===== src/shared/rsv_pkg.sv =====
// Package for the reset startup sequencer and vector map.
// Assumes a single 20 MHz clock; all delays are counts of that clock.
package rsv_pkg;

  // Clock rate.
  localparam int unsigned CLK_HZ = 20000000;
  localparam int unsigned CLK_NS = 50;

  // Program memory address layout.
  localparam int unsigned PM_ADDR_W = 24;
  localparam int unsigned PM_WORD_W = 16;
  localparam int unsigned PM_UPPER_IMPL_W = 8;
  localparam logic [23:0] PM_STEP = 24'h000002;
  localparam logic [23:0] PM_RESET_VEC = 24'h000000;
  localparam logic [23:0] PM_START_PTR = 24'h000002;
  localparam logic [23:0] PM_IVT_LO = 24'h000004;
  localparam logic [23:0] PM_IVT_HI = 24'h0000ff;
  localparam logic [23:0] PM_AIVT_LO = 24'h000100;
  localparam logic [23:0] PM_AIVT_HI = 24'h0001ff;
  localparam logic [23:0] PM_VEC_END = 24'h000200;
  localparam int unsigned IRQ_W = 7;

  // Delay figures in microseconds, as defaults for the top-level parameters.
  localparam int unsigned POWER_ON_DELAY_US = 10;
  localparam int unsigned BROWNOUT_DELAY_US = 10;
  localparam int unsigned MONITOR_START_DELAY_US = 10;
  localparam int unsigned OSC_DELAY_FAST_US = 1;
  localparam int unsigned OSC_DELAY_SLOW_US = 20;
  // Power-up timer period steps: 2^(sel-1) ms, sel = 0 means no timer.
  localparam int unsigned POWERUP_TIMER_BASE_US = 1000;

  // Derived cycle counts; least times round up.
  localparam int unsigned POWER_ON_CYC = (POWER_ON_DELAY_US * 1000 + CLK_NS - 1) / CLK_NS;
  localparam int unsigned BROWNOUT_CYC = (BROWNOUT_DELAY_US * 1000 + CLK_NS - 1) / CLK_NS;
  localparam int unsigned MONITOR_CYC = (MONITOR_START_DELAY_US * 1000 + CLK_NS - 1) / CLK_NS;
  localparam int unsigned OSC_FAST_CYC = (OSC_DELAY_FAST_US * 1000 + CLK_NS - 1) / CLK_NS;
  localparam int unsigned OSC_SLOW_CYC = (OSC_DELAY_SLOW_US * 1000 + CLK_NS - 1) / CLK_NS;
  localparam int unsigned POWERUP_BASE_CYC =
    (POWERUP_TIMER_BASE_US * 1000 + CLK_NS - 1) / CLK_NS;

  localparam int unsigned CNT_W = 32;

  // Startup sequence states.
  typedef enum logic [2:0] {
    RSV_POR,
    RSV_BOR,
    RSV_POWERUP_TIMER,
    RSV_OSC,
    RSV_RUN
  } rsv_state_t;

  // Fetch request carried to the core.
  typedef struct packed {
    logic valid;
    logic [23:0] addr;
  } rsv_fetch_t;

  // Supply detector indications.
  typedef struct packed {
    logic power_on_threshold;
    logic brownout_threshold;
  } rsv_supply_t;

endpackage


===== src/verilog/rsv_delay.sv =====
// Loadable up counter used for every startup delay stage.
// Assumes the caller asserts clear as each stage begins.
`timescale 1ns/10ps
module rsv_delay
  import rsv_pkg::*;
(
  // Clock and reset.
  input wire logic clk,
  input wire logic sys_rst,
  // Control.
  input wire logic clear,
  input wire logic run,
  input wire logic [CNT_W-1:0] length,
  // Status.
  output logic done
);

  typedef struct packed {
    logic [CNT_W-1:0] count;
    logic done;
  } rsv_delay_st_t;

  rsv_delay_st_t st_reg;
  rsv_delay_st_t st_next;

  // Counts run cycles until the length is reached, then holds done.
  always_comb begin
    st_next = st_reg;
    if (clear) begin
      st_next = '0;
    end else if (run && !st_reg.done) begin
      if (st_reg.count + 32'h00000001 >= length) begin
        st_next.done = 1'b1;
      end else begin
        st_next.count = st_reg.count + 32'h00000001;
      end
    end
  end

  // State register.
  always_ff @(posedge clk) begin
    if (sys_rst) begin
      st_reg <= '0;
    end else begin
      st_reg <= st_next;
    end
  end

  assign done = st_reg.done;

endmodule


===== src/verilog/rsv_seq.sv =====
// Startup sequencer and program counter model for a 16-bit core.
// Assumes analogue supply detectors and strap inputs arrive asynchronously.
//
// Overview of operation
// Program addresses are 24 bits; even lower word, odd upper word, top byte absent.
// Addresses stay lower-word aligned and step by two per instruction word.
// Range zero to 0x000200 is reserved for vectors, not ordinary code.
// Software places a jump at 0x000000 and its start address at 0x000002.
// Two vector tables, 0x000004-0x0000FF and 0x000100-0x0001FF, one entry per source.
// Hold reset until supply crosses power-on threshold and power-on delay expires.
// Hold reset until brown-out threshold crossed plus regulator delay.
// Power-up timer then holds reset its period; then system reset deasserts.
// Oscillator start-up delay, set by clock source, precedes clock ready.
// With clock ready the core fetches from address 0x000000.
// Enabled clock monitor starts only after clock ready plus its start delay.
// Any new reset restarts from the first stage, clearing all counters.
`timescale 1ns/10ps
module rsv_seq
  import rsv_pkg::*;
#(
  parameter int unsigned POWER_ON_CYCLES = POWER_ON_CYC,
  parameter int unsigned BROWNOUT_CYCLES = BROWNOUT_CYC,
  parameter int unsigned POWERUP_BASE_CYCLES = POWERUP_BASE_CYC,
  parameter int unsigned MONITOR_CYCLES = MONITOR_CYC,
  parameter int unsigned OSC_SLOW_CYCLES = OSC_SLOW_CYC
) (
  // Clock and reset.
  input wire logic clk,
  input wire logic sys_rst,
  // Asynchronous supply and reset sources.
  input wire rsv_supply_t supply_async,
  input wire logic ext_reset_async,
  // Configuration straps, asynchronous.
  input wire logic [2:0] powerup_timer_sel_async,
  input wire logic osc_slow_source_async,
  input wire logic monitor_enable_async,
  // Core fetch interface.
  input wire logic core_advance,
  input wire logic core_backward,
  input wire logic core_jump,
  input wire logic [23:0] core_jump_addr,
  input wire logic irq_take,
  input wire logic irq_alt_table,
  input wire logic [IRQ_W-1:0] irq_num,
  // Sequencer outputs.
  output logic system_reset_line,
  output logic clock_ready,
  output logic clock_failure_monitor,
  output rsv_fetch_t fetch,
  output logic fetch_upper,
  output logic [23:0] upper_word_addr,
  output logic addr_fault
);

  // Whole state of the sequencer.
  typedef struct packed {
    rsv_state_t state;
    logic [23:0] program_counter;
    logic mon_wait;
    logic mon_on;
    logic [2:0] powerup_timer_sel;
    logic osc_slow;
    logic mon_en;
    logic fault;
  } rsv_st_t;

  rsv_st_t st_reg;
  rsv_st_t st_next;

  // Synchroniser chains for every asynchronous input.
  localparam int unsigned SYNC_W = 8;
  logic [SYNC_W-1:0] sync1_reg;
  logic [SYNC_W-1:0] sync2_reg;
  logic [SYNC_W-1:0] async_bus;
  assign async_bus = {supply_async, ext_reset_async, powerup_timer_sel_async,
    osc_slow_source_async, monitor_enable_async};

  // Two flip-flop synchroniser; only the second stage is read.
  always_ff @(posedge clk) begin
    if (sys_rst) begin
      sync1_reg <= '0;
      sync2_reg <= '0;
    end else begin
      sync1_reg <= async_bus;
      sync2_reg <= sync1_reg;
    end
  end

  logic por_ok;
  logic bor_ok;
  logic ext_rst;
  logic [2:0] sel_s;
  logic slow_s;
  logic mon_s;
  assign por_ok = sync2_reg[7];
  assign bor_ok = sync2_reg[6];
  assign ext_rst = sync2_reg[5];
  assign sel_s = sync2_reg[4:2];
  assign slow_s = sync2_reg[1];
  assign mon_s = sync2_reg[0];

  // Any reason to start over from the first stage.
  logic restart;
  assign restart = ext_rst || !por_ok || !bor_ok;

  // Returns the aligned vector address for an interrupt source.
  function automatic logic [23:0] vec_addr(input logic alt, input logic [IRQ_W-1:0] n);
    logic [23:0] base;
    base = alt ? PM_AIVT_LO : PM_IVT_LO;
    vec_addr = base + {16'h0000, n, 1'b0};
  endfunction

  // Shared delay counter, one stage at a time.
  logic stage_run;
  logic stage_done;
  logic stage_clear;
  logic [CNT_W-1:0] stage_len;
  rsv_state_t prev_state_reg;

  always_ff @(posedge clk) begin
    if (sys_rst) begin
      prev_state_reg <= RSV_POR;
    end else begin
      prev_state_reg <= st_reg.state;
    end
  end

  // The counter restarts on every stage change and on every restart.
  assign stage_clear = restart || (prev_state_reg != st_reg.state);
  assign stage_run = (st_reg.state != RSV_RUN) || st_reg.mon_wait;

  // Selects the length of the running stage.
  always_comb begin
    case (st_reg.state)
      RSV_POR: stage_len = POWER_ON_CYCLES;
      RSV_BOR: stage_len = BROWNOUT_CYCLES;
      RSV_POWERUP_TIMER: stage_len = POWERUP_BASE_CYCLES << (st_reg.powerup_timer_sel - 3'h1);
      RSV_OSC: stage_len = st_reg.osc_slow ? OSC_SLOW_CYCLES : OSC_FAST_CYC;
      RSV_RUN: stage_len = MONITOR_CYCLES;
      default: stage_len = POWER_ON_CYCLES;
    endcase
  end

  rsv_delay u_delay (
    .clk(clk),
    .sys_rst(sys_rst),
    .clear(stage_clear),
    .run(stage_run),
    .length(stage_len),
    .done(stage_done)
  );

  // Next-state logic for the sequence and the program counter.
  always_comb begin
    st_next = st_reg;
    if (restart) begin
      st_next.state = RSV_POR;
      st_next.program_counter = PM_RESET_VEC;
      st_next.mon_wait = 1'b0;
      st_next.mon_on = 1'b0;
      st_next.fault = 1'b0;
    end else begin
      case (st_reg.state)
        RSV_POR: begin
          if (stage_done && !stage_clear) begin
            st_next.state = RSV_BOR;
          end
        end
        RSV_BOR: begin
          if (stage_done && !stage_clear) begin
            // Straps are captured once the regulator is stable.
            st_next.powerup_timer_sel = sel_s;
            st_next.osc_slow = slow_s;
            st_next.mon_en = mon_s;
            st_next.state = (sel_s == 3'h0) ? RSV_OSC : RSV_POWERUP_TIMER;
          end
        end
        RSV_POWERUP_TIMER: begin
          if (stage_done && !stage_clear) begin
            st_next.state = RSV_OSC;
          end
        end
        RSV_OSC: begin
          if (stage_done && !stage_clear) begin
            st_next.state = RSV_RUN;
            st_next.program_counter = PM_RESET_VEC;
            st_next.mon_wait = st_reg.mon_en;
          end
        end
        RSV_RUN: begin
          if (st_reg.mon_wait && stage_done && !stage_clear) begin
            st_next.mon_wait = 1'b0;
            st_next.mon_on = 1'b1;
          end
          if (irq_take) begin
            st_next.program_counter = vec_addr(irq_alt_table, irq_num);
          end else if (core_jump) begin
            // Low address bit is dropped to keep lower-word alignment.
            st_next.program_counter = {core_jump_addr[23:1], 1'b0};
            if ({core_jump_addr[23:1], 1'b0} < PM_VEC_END) begin
              st_next.fault = 1'b1;
            end
          end else if (core_advance) begin
            st_next.program_counter = core_backward ?
              st_reg.program_counter - PM_STEP :
              st_reg.program_counter + PM_STEP;
          end
        end
        default: st_next.state = RSV_POR;
      endcase
    end
  end

  // State register.
  always_ff @(posedge clk) begin
    if (sys_rst) begin
      st_reg <= '{state: RSV_POR, program_counter: 24'h000000, mon_wait: 1'b0,
        mon_on: 1'b0, powerup_timer_sel: 3'h0, osc_slow: 1'b0, mon_en: 1'b0, fault: 1'b0};
    end else begin
      st_reg <= st_next;
    end
  end

  // System reset is released from the oscillator stage on.
  assign system_reset_line = (st_reg.state == RSV_POR) || (st_reg.state == RSV_BOR) ||
    (st_reg.state == RSV_POWERUP_TIMER);
  assign clock_ready = (st_reg.state == RSV_RUN);
  assign clock_failure_monitor = st_reg.mon_on;
  assign fetch.valid = (st_reg.state == RSV_RUN);
  assign fetch.addr = st_reg.program_counter;
  // The upper word sits at the odd address; only its low byte is implemented.
  assign fetch_upper = fetch.valid;
  assign upper_word_addr = {st_reg.program_counter[23:1], 1'b1};
  // Flags a jump target inside the vector area; the reset jump lives at R4 offsets.
  assign addr_fault = st_reg.fault;

endmodule


===== config.mk =====
export PLATFORM = sky130hd
export DESIGN_NAME = rsv_seq
export DESIGN_NICKNAME = d
export VERILOG_FILES = /design/src/shared/rsv_pkg.sv /design/src/verilog/rsv_delay.sv /design/src/verilog/rsv_seq.sv
export SDC_FILE = /design/constraint.sdc
export NUM_CORES = 1
export LEC_CHECK = 0
export ABC_CLOCK_PERIOD_IN_PS = 6200
export BUFFER_PORTS_ARGS = -buffer_cell sky130_fd_sc_hd__buf_2
export CORE_MARGIN = 2
export CORE_UTILIZATION = 30
export CTS_BUF_LIST = sky130_fd_sc_hd__clkbuf_8
export DETAILED_ROUTE_END_ITERATION = 10
export SETUP_SLACK_MARGIN = 0.05
export SYNTH_ARGS = -nofsm -noshare
export SYNTH_HDL_FRONTEND = slang
export SYNTH_SLANG_ARGS = --single-unit

===== constraint.sdc =====
create_clock -name clk -period 6.2 [get_ports clk]
set_input_delay 0.31 -clock clk [delete_from_list [all_inputs] [get_ports clk]]
set_output_delay 0.31 -clock clk [all_outputs]
set_load 0.02 [all_outputs]

### Yosys cells after proc, flatten, opt, wreduce, memory -nomap -nowiden

Cells that the tools add are included.

* muxes and demuxes: 15
* magnitude comparators: 2
* bitwise operators: 4
* reductions and logical operators: 27
* eq/ne operators: 12
* add/sub/neg operators: 5
* shift-type cells: 1

Operators with widths (number)
* $mux 24: 4
* $pmux 32 s2: 1
* $pmux 25 s2: 1
* $add 32x1->32 const B: 1
* $ge 32x32->1: 1
* $shl 15x3->32 const A: 1
* $mux 28: 1
* $add 24x2->24 const B: 1
* $lt 24x10->1 const B: 1
* $sub 24x2->24 const B: 1
* $mux 9: 2
* $pmux 3 s5: 1
* $add 9x8->10: 1
* $mux 3: 3
* $reduce_and 3->1: 3
* $ne 2x2->1 const B: 4
* $eq 3x2->1 const B: 2
* $logic_not 3->1: 2
* $logic_or 1x1->1: 6
* $reduce_and 2->1: 3
* $reduce_and 5->1: 1
* $logic_and 1x1->1: 4
* $logic_not 1->1: 4
* $ne 4x4->1 const B: 1
* other kinds (12): 16

* register bits: 87
* word-level logic and storage cells: 79
* output and inout bits: 54
* bits of input ports: 46

### Depth between registers and ports, before layout

* depth after elaboration: 8
* depth in mapped cells: 18
* mapped depth without buffers: 15

### Modules after synthesis

From an unflattened synthesis, not the netlist that was laid out.

* cells, all modules: 878
* area, all modules: 6972.9 um2

By module, submodules not included
* rsv_seq: cells each 528, instances 1, area each 4146.5 um2
* rsv_delay: cells each 350, instances 1, area each 2826.5 um2

### Worst setup path after synthesis

Ideal clock, no wire load.

* kind: reg-to-reg
* from: reg u_delay.st_reg[8] (netlist name)
* to: reg u_delay.st_reg[11] (netlist name)
* setup slack: 2.053 ns
* stages on the path, launching flop included: 18
* required time: 6.129 ns
* data arrival time: 4.076 ns
* buffers on the path: 3
* cells stage by stage: dfxtp_1 buf_2 nand4_2 or4_1 buf_2 nor3_1 nand3_1 xnor2_1 ha_1 a21o_1 a211oi_1 o211ai_1 a211o_1 a211oi_1 nand3_4 buf_6 or3_1 a21oi_1

* longest elaborated chain between the ends: 4

Ends and longest elaborated chain
* start: declaration: RTL line rsv_delay.sv:23 `rsv_delay_st_t st_reg;`
* start signal: assignment: RTL line rsv_delay.sv:45 `st_reg <= st_next;`
* $add 32x1->32 (*): RTL line rsv_delay.sv:32, rsv_delay.sv:35
* $ge 32x32->1: RTL line rsv_delay.sv:32 `if (st_reg.count + 32'h00000001 >= length) begin`
* $not 1->1 (no source line)
* $reduce_and 2->1 (no source line)

Mark *: on every way between the ends. The rest lies on a longest branch, timed or not.
A chain may end at the register's enable or synchronous reset.

### Worst setup path in the final report

* from: reg u_delay.st_reg[9] (netlist name)
* to: reg u_delay.st_reg[19] (netlist name)

The elaborated chain is that of the path after synthesis.

==> flow_summary.ini <==
[yosys]
syn_area_per_cell_um2 = 8.19
synth_cell_types = 61
async_flop_share_pct = 0
synthTopCellsByArea = dfxtp_1 (28%), ha_1 (10%), buf_4 (6.2%)
yosysMostFrequentCell = dfxtp_1
yosys.area.top_type = dfxtp_1
synth_cells = 744
yosysWarnings = 0
synth_ff_type = dfxtp_1
synth_nets = 841
ys_seq_area_share_pct = 28.3
synth_edf_count = 0
syn_area_um2 = 6090
yosys.area.top_type_share_pct = 28.3
synth-seq-cells = 86
synthTopCellsByCount = dfxtp_1 (86), nand2_1 (65), a21oi_1 (54)

[worst_hold_path]
hold_class = in -> reg

[placed_design]
dpl-instance-area_um2 = 6410
place.gp.congestion = 0.793
port_buffers = 96
hpwl_um = 10500

[pwr]
ir_drop_v = 0.000137
leakage_nw = 2.87
p_per_area_nw_per_um2 = 161
p_sw_uw = 276
p_int_uw = 791
p_seq_share_pct = 52.3
swShare_pct = 25.9
clockPowerShare_pct = 41.0
p_comb_share_pct = 6.8

[routing]
drc = 0
post_drt_wl_per_cell_um = 13.7
drtPass1Iterations = 4
dr.first_iter.drc_count = 286
wirelength_um = 14300
antenna_left = 0
num_vias = 5177
avgViaCountPerCell = 4.95

[global_route]
grt_start_max_net_pins = 45
globalRouteOverflowTotal = 0
grtUsageTotal_pct = 13.3
grt_pass1_wl_um = 23600
grt_pass1_vias = 4791
antenna_found_initial = 0

[setup_path]
r2r_end = u_delay.st_reg[19]$_SDFFE_PP0P_
cp-endpoint = u_delay.st_reg[19]$_SDFFE_PP0P_
worst_r2r_path_depth = 14
crit_type = reg -> reg
worstPathMaxFanout = 44
reg2reg_slack_ns = 1.18
rr_startpoint = u_delay.st_reg[9]$_SDFFE_PP0P_
crit_path_max_incr_delay_ns = 0.74
cp-end-kind = register
critPathSlowestCell = or4_1
required_ns = 6.49
critPathLaunchType = register
arrival_ns = 5.31
critPathLaunch = u_delay.st_reg[9]$_SDFFE_PP0P_
cp_cell_sequence = nand4_2, or4_1, nor3_1, nand3_1, xnor2_1, ha_1, a21o_1, a211oi_1, o211ai_1, a211o_1, a211oi_1, nand3_4, or4_1, a21oi_1

[timing]
slew_headroom_pct = 21.7
final.setup.tns_ns = 0
setup_violations = 0
finalCriticalPeriod_ns = 5.02
maxSlewViolCount = 0
worst_pin_slew_ns = 1.17
min_period_over_period_pct = 80.9
max_freq_mhz = 199
finalClockSkew_ns = 0.0143
rsz0062_at_grt = no
hold_violations = 0

[layout]
fin_area_um2 = 6630
syn2layout_area_growth_pct = 8.79
final_core_util_pct = 33.0
largest_register_ffs = 32
fin_nets = 867
drive_gt1_share_pct = 16.1
n_antenna_cell = 0

[cts]
ctsHoldBuffers = 0
ctsResizeCount = 0
cts_tree = done
numCtsBuffers = 9
htreeDepth = 3
clkSinkCount = 86
root_buffer = clkbuf_8
clock_path_buffers = 2
clk_latency_ns = 0.38
cts_post_setup_buffers_inserted = 0
clkTransAtPathRegs_ns = 0.10

[floorplanning]
initial_utilization_pct = 30.3
rows = 52
core_um2 = 20100
top_level_ports = 100
die-width_um = 146
design.die.area_um2 = 21500
die_h_um = 146

[run_status]
status = finished clean

[run]
cap_violations = 0
-- metal layers --
layer	global-route usage, %	wire length, um
met5	0	0
met4	4.37	220
met3	2.34	502
met2	21.3	6460
met1	18.1	7120
-- cell families (layout without fill, tap and decap cells) --
group | Yosys count | after routing | share of synthesized area [%]
AO/OA/AOI/OAI | 180 | 180 | 19.2
XOR/XNOR | 55 | 55 | 7.91
multiplexers | 9 | 9 | 1.48
buffers and inverters | 97 | 128 | 9.35
AND/OR/NAND/NOR | 264 | 264 | 23.1
adder cells (fa/ha/maj) | 51 | 51 | 10.6
other | 2 | 2 | 0.123
flip-flops | 86 | 86 | 28.3
-- power by group through the flow --
stage | clock [mW] | combinational [mW] | sequential, mW
after global placement | 0 | 0.0715 | 0.571
after global routing | 0.472 | 0.0817 | 0.559
final | 0.437 | 0.0724 | 0.558
after detailed placement | 0 | 0.0722 | 0.571
after CTS | 0.455 | 0.0725 | 0.558
after floorplan | 0 | 0.0450 | 0.570
-- placed cells by master (no fill, tap or decap), types with 26 or more instances in the layout --
| master | instances |
|---|---|
| buf_2 | 96 |
| dfxtp_1 | 86 |
| nand2_1 | 65 |
| a21oi_1 | 54 |
| ha_1 | 50 |
| nor2_1 | 44 |
| o21ai_0 | 43 |
| xor2_1 | 29 |
| nor2b_1 | 28 |
| xnor2_1 | 26 |
-- worst min path at each step --
stage | start | endpoint | depth (start not counted)
after global routing | ext_reset_async | sync1_reg[5]$_SDFF_PP0_ | 2
after CTS | ext_reset_async | sync1_reg[5]$_SDFF_PP0_ | 2
final | ext_reset_async | sync1_reg[5]$_SDFF_PP0_ | 2
after global placement | sync1_reg[7]$_SDFF_PP0_ | sync2_reg[7]$_SDFF_PP0_ | 1
after detailed placement | sync1_reg[4]$_SDFF_PP0_ | sync2_reg[4]$_SDFF_PP0_ | 1
after floorplan | sys_rst | sync1_reg[1]$_SDFF_PP0_ | 1
-- critical path: cells and delay by family (launching register included) --
family,cells,cell delay (ns)
simple gates,6,2.55
compound gates,6,1.39
flops,1,0.46
fa+ha+maj,1,0.33
xor+xnor,1,0.19
-- layout make-up --
cell class	count	area [um^2]
fill	2140	13500
multi-input combinational	561	3810
sequential	86	1720
timing repair buffer	98	495
tap	270	338
clock buffer	10	138
clock inverter	6	75.1
inverter	14	52.6
-- metrics by stage --
stage / setup slack, ns / hold WS [ns] / power, mW / cells
detailed placement: 1.19 / 0.427 / 0.643 / 1029
CTS: 1.14 / 0.110 / 1.09 / 1045
global placement: 1.28 / 0.415 / 0.642 / 1029
floorplan: 2.05 / 0.382 / 0.615 / 744
finish: 1.18 / 0.131 / 1.07 / 1045
global route: 0.686 / 0.121 / 1.11 / 1045
Power figures use the tool's default switching activity.
